**config.mk**
```make
export PLATFORM = sky130hd
export DESIGN_NAME = eag_top
export DESIGN_NICKNAME = d
export VERILOG_FILES = /design/src/verilog/eag_pkg.sv /design/src/verilog/eag_top.sv /design/src/verilog/eag_align.sv
export VERILOG_INCLUDE_DIRS = /design/src /design/src/verilog
export SDC_FILE = /design/constraint.sdc
export NUM_CORES = 1
export LEC_CHECK = 0
export ABC_CLOCK_PERIOD_IN_PS = 9000
export BUFFER_PORTS_ARGS = -buffer_cell sky130_fd_sc_hd__buf_2
export CORE_ASPECT_RATIO = 1.2
export CORE_MARGIN = 1
export CORE_UTILIZATION = 40
export CTS_CLUSTER_DIAMETER = 200
export DETAILED_ROUTE_END_ITERATION = 16
export GPL_ROUTABILITY_DRIVEN = 0
export GPL_TIMING_DRIVEN = 1
export SETUP_SLACK_MARGIN = 0.05
export SYNTH_ARGS = -nofsm -noshare
export SYNTH_HDL_FRONTEND = slang
export SYNTH_SLANG_ARGS = --single-unit
export TNS_END_PERCENT = 100
```
**constraint.sdc**
```tcl
create_clock -name clk_sys -period 9 [get_ports clk_sys]
set_input_delay 1.35 -clock clk_sys [delete_from_list [all_inputs] [get_ports clk_sys]]
set_output_delay 1.35 -clock clk_sys [all_outputs]
set_load 0.01 [all_outputs]
```
**src/verilog/eag_map.svh**
```systemverilog
// eag_map.svh: offsets, encodings and field positions for the effective address generator
// assumes inclusion by eag_pkg, the design files of this block and its bench
`ifndef EAG_MAP_SVH
`define EAG_MAP_SVH

// operand size codes
`define EAG_SZ_BYTE  3'h0
`define EAG_SZ_WORD  3'h1
`define EAG_SZ_DWORD 3'h2
`define EAG_SZ_QWORD 3'h3
`define EAG_SZ_DQWORD 3'h4

// address size codes
`define EAG_AS_16 2'h0
`define EAG_AS_32 2'h1
`define EAG_AS_64 2'h2

// displacement width codes
`define EAG_DW_NONE 2'h0
`define EAG_DW_8    2'h1
`define EAG_DW_16   2'h2
`define EAG_DW_32   2'h3

// scale codes (log2 of factor); factor one only for index without scale
`define EAG_SC_1 2'h0
`define EAG_SC_2 2'h1
`define EAG_SC_4 2'h2
`define EAG_SC_8 2'h3

// register numbers with special meaning
`define EAG_REG_STACK_PTR  4'h4
`define EAG_REG_FRAME_BASE 4'h5

// segment codes
`define EAG_SEG_DATA  2'h0
`define EAG_SEG_STACK 2'h1
`define EAG_SEG_EXTRA 2'h2
`define EAG_SEG_CODE  2'h3

// bus chunk widths in bytes
`define EAG_CHUNK_SMALL 7'h04
`define EAG_CHUNK_QW    7'h08
`define EAG_CHUNK_DQ    7'h10

`endif

```
**src/verilog/eag_pkg.sv**
```systemverilog
// eag_pkg.sv: types for the effective address generator
// assumes eag_map.svh on the include path
`include "eag_map.svh"
package eag_pkg;
  typedef logic [2:0] eag_size_t;
  typedef logic [1:0] eag_seg_t;
  typedef enum logic [2:0] {
    EAG_ST_IDLE  = 3'b001,
    EAG_ST_FIRST = 3'b010,
    EAG_ST_SECND = 3'b100
  } eag_state_t;
endpackage

```
**src/verilog/eag_top.sv**
```systemverilog
// eag_top.sv: effective address generation, default segment, io port address, bus split
// assumes the decoder presents a request for one cycle with req_valid; operands stable that cycle
//
// Behaviour
// - displacement of 8, 16 or 32 bits, sign extended
// - index multiplied by scale 1, 2, 4 or 8
// - address is signed sum of components; scale unsigned
// - stack pointer never taken as index
// - stack or frame base as base gives stack segment, else data
// - components optional; scale only with index present
// - 64-bit mode uses full 64-bit base and index, sixteen registers
// - instr_pointer plus sign-extended 32-bit displacement in 64-bit mode
// - 65,536 byte ports, adjacent ones grouped as 16 or 32 bits
// - port address from immediate or 16-bit port index register
// - sizes byte, word, doubleword, quadword, double quadword
// - little-endian; lowest byte address is operand address
// - any alignment allowed; unaligned done as two accesses; code splits only memory accesses that cross their 4, 8 or 16 byte chunk
// - crossing 4-byte or 8-byte boundary detected, two bus cycles; io accesses are issued as one cycle even when they cross
// - natural: even words, by four dwords, by eight qwords
// - strict double quadword not divisible by 16 faults
// - non-strict double quadword unaligned accepted with extra cycles
// - 64-bit mode segment bases zero; linear equals effective
`timescale 1ns/1ps
`default_nettype none
`include "eag_map.svh"
module eag_top
  import eag_pkg::*;
#(
  parameter int ADDR_W = 64,
  parameter int NREG   = 16
)(
  // clock and reset
  input  wire logic        clk_sys,
  input  wire logic        sys_rst,
  // request from decoder
  input  wire logic        req_valid,
  input  wire logic        req_is_io,
  input  wire logic        req_ip_rel,
  input  wire logic        req_strict,
  input  wire logic [1:0]  addr_size,
  input  wire eag_size_t   op_size,
  input  wire logic        base_en,
  input  wire logic [3:0]  base_sel,
  input  wire logic        index_en,
  input  wire logic [3:0]  index_sel,
  input  wire logic [1:0]  scale,
  input  wire logic [1:0]  disp_width,
  input  wire logic [31:0] disp,
  input  wire logic        seg_ovr_en,
  input  wire eag_seg_t    seg_ovr,
  input  wire logic        io_use_imm,
  input  wire logic [7:0]  io_imm,
  // register values from the register file
  input  wire logic [63:0] base_val,
  input  wire logic [63:0] index_val,
  input  wire logic [63:0] instr_pointer,
  input  wire logic [15:0] port_index_reg,
  input  wire logic [63:0] seg_base,
  // access path
  input  wire logic        acc_ready,
  output logic             busy,
  output logic             acc_valid,
  output logic [63:0]      acc_addr,
  output logic [4:0]       acc_bytes,
  output logic             acc_io,
  output logic             acc_last,
  output eag_seg_t         acc_seg,
  output logic [63:0]      eff_addr,
  output logic             general_protection_fault
);
  // ==========================================================
  // parameter check
  if (ADDR_W != 64 || NREG != 16) begin : g_chk
    $error("eag_top supports only 64-bit addresses and sixteen registers");
  end

  function automatic logic [63:0] trunc_as(input logic [63:0] v, input logic [1:0] as);
    trunc_as = (as == `EAG_AS_16) ? {48'h0, v[15:0]} :
               (as == `EAG_AS_32) ? {32'h0, v[31:0]} : v;
  endfunction

  // ==========================================================
  // effective address
  wire [63:0] disp_x = (disp_width == `EAG_DW_8)  ? {{56{disp[7]}}, disp[7:0]} :
                       (disp_width == `EAG_DW_16) ? {{48{disp[15]}}, disp[15:0]} :
                       (disp_width == `EAG_DW_32) ? {{32{disp[31]}}, disp} : 64'h0;
  wire        idx_ok = index_en && (index_sel != `EAG_REG_STACK_PTR);
  wire [63:0] idx_x  = idx_ok ? (index_val << scale) : 64'h0;
  wire [63:0] base_x = base_en ? base_val : 64'h0;
  wire        ipr_w  = req_ip_rel && (addr_size == `EAG_AS_64);
  wire [63:0] ipr_x  = {{32{disp[31]}}, disp};
  wire [63:0] sum_w  = ipr_w ? (instr_pointer + ipr_x) : (base_x + idx_x + disp_x);
  wire [63:0] ea_w   = trunc_as(sum_w, addr_size);
  wire        stk_w  = base_en && !ipr_w &&
                       (base_sel == `EAG_REG_STACK_PTR || base_sel == `EAG_REG_FRAME_BASE);
  wire [1:0]  seg_w  = seg_ovr_en ? seg_ovr : (stk_w ? `EAG_SEG_STACK : `EAG_SEG_DATA);
  wire [63:0] lin_w  = (addr_size == `EAG_AS_64) ? ea_w : (ea_w + seg_base);
  wire [63:0] port_w = io_use_imm ? {56'h0, io_imm} : {48'h0, port_index_reg};
  wire [63:0] addr_w = req_is_io ? port_w : lin_w;

  // ==========================================================
  // alignment
  logic       split_w;
  logic       fault_w;
  logic [4:0] flen_w;
  eag_align u_align (
    .addr_lo   (addr_w[3:0]),
    .size      (op_size),
    .strict    (req_strict && !req_is_io),
    .split     (split_w),
    .fault     (fault_w),
    .first_len (flen_w)
  );
  wire [4:0] nbytes_w = 5'(1) << op_size;
  wire       split_m  = split_w && !req_is_io;

  // ==========================================================
  // bus sequencing
  eag_state_t st_r, st_nxt;
  logic [63:0] sec_addr_r;
  logic [4:0]  sec_bytes_r;
  wire take_w = req_valid && (st_r == EAG_ST_IDLE);
  wire done_w = acc_valid && acc_ready;

  always_comb begin
    st_nxt = st_r;
    unique case (st_r)
      EAG_ST_IDLE:  if (take_w && !fault_w) st_nxt = EAG_ST_FIRST;
      EAG_ST_FIRST: if (done_w) st_nxt = acc_last ? EAG_ST_IDLE : EAG_ST_SECND;
      EAG_ST_SECND: if (done_w) st_nxt = EAG_ST_IDLE;
      default:      st_nxt = EAG_ST_IDLE;
    endcase
  end

  always_ff @(posedge clk_sys or posedge sys_rst) begin
    if (sys_rst) begin
      st_r                     <= EAG_ST_IDLE;
      acc_valid                <= 1'b0;
      acc_addr                 <= 64'h0;
      acc_bytes                <= 5'h0;
      acc_io                   <= 1'b0;
      acc_last                 <= 1'b0;
      acc_seg                  <= `EAG_SEG_DATA;
      eff_addr                 <= 64'h0;
      general_protection_fault <= 1'b0;
      busy                     <= 1'b0;
      sec_addr_r               <= 64'h0;
      sec_bytes_r              <= 5'h0;
    end else begin
      st_r                     <= st_nxt;
      busy                     <= (st_nxt != EAG_ST_IDLE);
      general_protection_fault <= take_w && fault_w;
      if (take_w) begin
        eff_addr <= req_is_io ? port_w : ea_w;
        acc_seg  <= seg_w;
      end
      if (take_w && !fault_w) begin
        acc_valid   <= 1'b1;
        acc_addr    <= addr_w;
        acc_io      <= req_is_io;
        acc_bytes   <= split_m ? flen_w : nbytes_w;
        acc_last    <= !split_m;
        sec_addr_r  <= addr_w + 64'(flen_w);
        sec_bytes_r <= 5'(nbytes_w - flen_w);
      end else if (done_w && st_r == EAG_ST_FIRST && !acc_last) begin
        acc_addr  <= sec_addr_r;
        acc_bytes <= sec_bytes_r;
        acc_last  <= 1'b1;
      end else if (done_w) begin
        acc_valid <= 1'b0;
      end
    end
  end

  // ==========================================================
  // checks
  property p_no_stack_index;
    @(posedge clk_sys) disable iff (sys_rst)
      (take_w && index_en && index_sel == `EAG_REG_STACK_PTR && !ipr_w && !req_is_io)
      |=> (eff_addr == trunc_as($past(base_x) + $past(disp_x), $past(addr_size)));
  endproperty
  a_no_stack_index: assert property (p_no_stack_index) else $error("stack pointer used as index");

  property p_stack_seg;
    @(posedge clk_sys) disable iff (sys_rst)
      (take_w && !seg_ovr_en && base_en && !ipr_w && base_sel == `EAG_REG_FRAME_BASE)
      |=> (acc_seg == `EAG_SEG_STACK);
  endproperty
  a_stack_seg: assert property (p_stack_seg) else $error("frame base did not pick stack segment");

  property p_dq_fault;
    @(posedge clk_sys) disable iff (sys_rst)
      (take_w && req_strict && !req_is_io && op_size == `EAG_SZ_DQWORD && addr_w[3:0] != 4'h0)
      |=> (general_protection_fault && !acc_valid);
  endproperty
  a_dq_fault: assert property (p_dq_fault) else $error("misaligned strict access not faulted");

  property p_split_two;
    @(posedge clk_sys) disable iff (sys_rst)
      (take_w && !fault_w && split_m) |=> (acc_valid && !acc_last);
  endproperty
  a_split_two: assert property (p_split_two) else $error("unaligned access not split");

  property p_aligned_one;
    @(posedge clk_sys) disable iff (sys_rst)
      (take_w && !req_is_io && op_size == `EAG_SZ_QWORD && addr_w[2:0] == 3'h0) |=> (acc_last && acc_bytes == 5'h08);
  endproperty
  a_aligned_one: assert property (p_aligned_one) else $error("aligned quadword split");

  property p_second_half;
    @(posedge clk_sys) disable iff (sys_rst)
      (done_w && !acc_last) |=> (acc_valid && acc_last && acc_addr == $past(acc_addr) + 64'($past(acc_bytes)));
  endproperty
  a_second_half: assert property (p_second_half) else $error("second bus cycle misplaced");

  property p_trunc32;
    @(posedge clk_sys) disable iff (sys_rst)
      (take_w && addr_size == `EAG_AS_32) |=> (eff_addr[63:32] == 32'h0);
  endproperty
  a_trunc32: assert property (p_trunc32) else $error("address not truncated");

  property p_ip_rel;
    @(posedge clk_sys) disable iff (sys_rst)
      (take_w && ipr_w && !req_is_io) |=> (eff_addr == $past(instr_pointer) + {{32{$past(disp[31])}}, $past(disp)});
  endproperty
  a_ip_rel: assert property (p_ip_rel) else $error("relative address wrong");

  property p_port;
    @(posedge clk_sys) disable iff (sys_rst)
      (take_w && req_is_io && !io_use_imm) |=> (acc_io && acc_addr == {48'h0, $past(port_index_reg)});
  endproperty
  a_port: assert property (p_port) else $error("port address wrong");
endmodule
`default_nettype wire

```
**src/verilog/eag_align.sv**
```systemverilog
// eag_align.sv: alignment check and split point for one access
// assumes address and size are stable while they are read
`timescale 1ns/1ps
`default_nettype none
`include "eag_map.svh"
module eag_align
  import eag_pkg::*;
(
  // access
  input  wire logic [3:0] addr_lo,
  input  wire eag_size_t  size,
  input  wire logic       strict,
  // result
  output logic            split,
  output logic            fault,
  output logic [4:0]      first_len
);
  // ==========================================================
  // byte count and boundary in force for this size
  wire [4:0] bytes_w = 5'(1) << size;
  wire [4:0] chunk_w = (size == `EAG_SZ_QWORD) ? 5'(`EAG_CHUNK_QW) :
                       (size == `EAG_SZ_DQWORD) ? 5'(`EAG_CHUNK_DQ) : 5'(`EAG_CHUNK_SMALL);
  wire [4:0] offs_w  = {1'b0, addr_lo} & (chunk_w - 5'(1));
  wire [5:0] end_w   = 6'(offs_w) + 6'(bytes_w);
  wire       cross_w = end_w > 6'(chunk_w);
  wire       dq_mis  = (size == `EAG_SZ_DQWORD) && (addr_lo != 4'h0);

  assign fault     = dq_mis && strict;
  assign split     = (size == `EAG_SZ_DQWORD) ? (dq_mis && !strict) : cross_w;
  assign first_len = 5'(chunk_w - offs_w);
endmodule
`default_nettype wire

```
==> metrics.cfg <==
[run_status]
outcome = finished clean

[layout]
design_area_um2 = 37600
finalNetCount = 5464
area_growth_pct = 25.6
final_common_cell = nand2_1
layout_common_cells = nand2_1 (679), buf_4 (543), buf_2 (478)
final_util_pct = 50.9
drive_gt1_share_pct = 25.2

[min_path]
hold_class = reg2reg

[timing]
finalHoldViolations = 0
fmax_ghz = 0.116
max-slew-margin-rel_pct = 24.4
setup_violations = 0
min_period_ps = 8630
postLayoutSetupSlackWorst_ps = 368
finalCritPeriodShare_pct = 95.9
holdWs_ps = 468
worst_pin_slew_ps = 1130
maxSlewViolCount = 0
worst_clock_skew_ps = 10.1

[drt]
avgViaCountPerCell = 5.87
drt_iter0_markers = 3574
wl_per_cell_um = 21.8
routed_wirelength_um = 128000
drtPass1Iterations = 7
drc = 0
antenna_left = 0
num_vias = 34500

[yosys]
avgSynthCellArea_um2 = 7.42
ys_seq_area_share_pct = 17.6
synthTopCellsByArea = dfrtp_1 (17%), ha_1 (8.8%), nand2_1 (8.5%)
ys_types = 113
synth_top_cell_area_share_pct = 17.5
synth_cells = 4034
synth_ff_type = dfrtp_1
yosys.area.top_type = dfrtp_1
async_reset_ff_share_pct = 100
ys_ff_latch = 210
yosysWarnings = 0
syn_nets = 4654
synth_edf_count = 0
syn_area_um2 = 29900

[setup_path]
cp.required_ps = 9410
cp_slowest_cell = fa_1
critical_path_class = in2reg
crit_arrival_ps = 9040
cp-end-kind = flop
worst_setup_path_start_kind = primary input
cp_slowest_stage_delay_ps = 430
cp_max_fo = 4
crit_top_cell = buf_4

[clock_network]
cts_root_buf = clkbuf_16
htree_num_levels = 1
numCtsBuffers = 22
cts_tree = yes
postCtsSetupBuffers = 0
clkLatencyLatePin_ps = 530
cts_hold_buf = 0
clkTransAtPathRegs_ps = 60
clk_path_buf_depth = 3
cts_num_sinks = 210

[global_routing]
top_usage_layer = met2
use_met1_pct = 42.6
grt_pass1_vias = 32500
grt_pass1_wl_um = 191000
grt_use_met3_pct = 3.25
grt_remaining_overflow = 0
antenna_found_initial = 13
grt_max_degree = 113
use_met2_pct = 53.3
grtUsageTotal_pct = 32.6

[job]
drv_cap = 0

[power]
p_leak_nw = 17.6
totalPowerFinal_mw = 8.42
ir_drop_mv = 0.149
cellPowerDensity_nw_per_um2 = 224

[die]
die-height_um = 302
start_util_pct = 40.5
coreArea_um2 = 73900
dieWidth_um = 252
rows = 109
io_pins = 482
die_area_um2 = 75900

[placement]
post-place-ws_ps = -281
placed_area_um2 = 36800
port_buffers = 480
dp_hpwl_um = 106000

## what timing repair did
item                                    CTS  global route
gates resized for setup                   0            16
endpoints found under the setup margin    0            25
hold endpoints to repair                  0             0
## final cells by class
type | instances | area, um2
Sequential cell | 210 | 5260
Timing Repair Buffer | 1024 | 6500
Clock inverter | 7 | 65.1
Antenna cell | 13 | 32.5
Tap cell | 999 | 1250
Inverter | 169 | 642
Fill cell | 7544 | 36300
Clock buffer | 32 | 649
Multi-Input combinational cell | 3417 | 23200
## cells by family after synthesis
group                      share of synthesized area, %
and+or+nand+nor                                    24.9
buffers and inverters                              5.29
xor gates and xnor gates                           4.59
muxes                                              7.55
DFF                                                17.6
adders and majority gates                          13.3
AOI/OAI and AO/OA                                  26.8
## cell usage after synthesis, drive strengths merged (23+ instances only)
master and n:
o211ai 45, nand2b 30, a21o 63, buf 55, nor2 311, nand4 113, and2 40, o31ai 23
fa 68, a22o 40, clkbuf 183, a31oi 70, mux2i 78, a21boi 29, nand2 682, nand3 79
nor3 88, and3 59, ha 210, xnor2 87, o21a 46, inv 168, o21ai 342, a21oi 353
dfrtp 209, a211oi 45, nor4 31, mux4 57, xor2 69, or3 35
## per-layer routing
metal / wire length (um) / vias up
met4: 7570 / 0
met1: 53100 / 16200
li1: - / 16400
met2: 58100 / 1590
met5: 0 / -
met3: 9320 / 344
## metrics by stage
step	setup TNS, ps	instances
detailed placement	-2700	5819
floorplan	0	4034
global route	-88.4	5870
CTS	0	5858
global placement	-1650	5819
finish	0	5871
## worst paths after layout
kind                                             start                         end  slack, ps  depth (start not counted)
worst max-delay path                      index_sel[2]  sec_addr_r[57]$_DFFE_PP0P_        370                         36
worst min-delay path            acc_seg[1]$_DFFE_PP0P_      acc_seg[1]$_DFFE_PP0P_        470                          2
worst min register to register  acc_seg[1]$_DFFE_PP0P_      acc_seg[1]$_DFFE_PP0P_        470                          2
worst max register to register       st_r[2]$_DFF_PP0_  sec_addr_r[40]$_DFFE_PP0P_       5480                         10
min in group asynchronous                      sys_rst    acc_addr[62]$_DFFE_PP0P_        930                          2
max in group asynchronous                      sys_rst     acc_addr[3]$_DFFE_PP0P_       6660                          3
## registers in the layout, summed over array words and instances (netlist names)
signal / flops
acc_valid: 1
acc_seg: 2
sec_addr_r: 62
eff_addr: 64
acc_addr: 64
st_r: 3
general_protection_fault: 1
sec_bytes_r: 5
acc_io: 1
acc_bytes: 5
busy: 1
acc_last: 1
## worst max-delay path: cells and delay by family
kind	cells	cell delay (ps)
compound gates	14	3250
simple gates	7	1390
fa+ha+maj	4	1320
buf+inv	9	1160
mux	2	570
## where the power goes
part / total (mW) / leakage (nW) / switching (mW) / internal (mW)
Clock: 0.938 / 0.348 / 0.408 / 0.529
Combinational: 5.85 / 14.6 / 3.38 / 2.47
Sequential: 1.63 / 2.64 / 0.252 / 1.38
(Power assumes the default switching activity.)
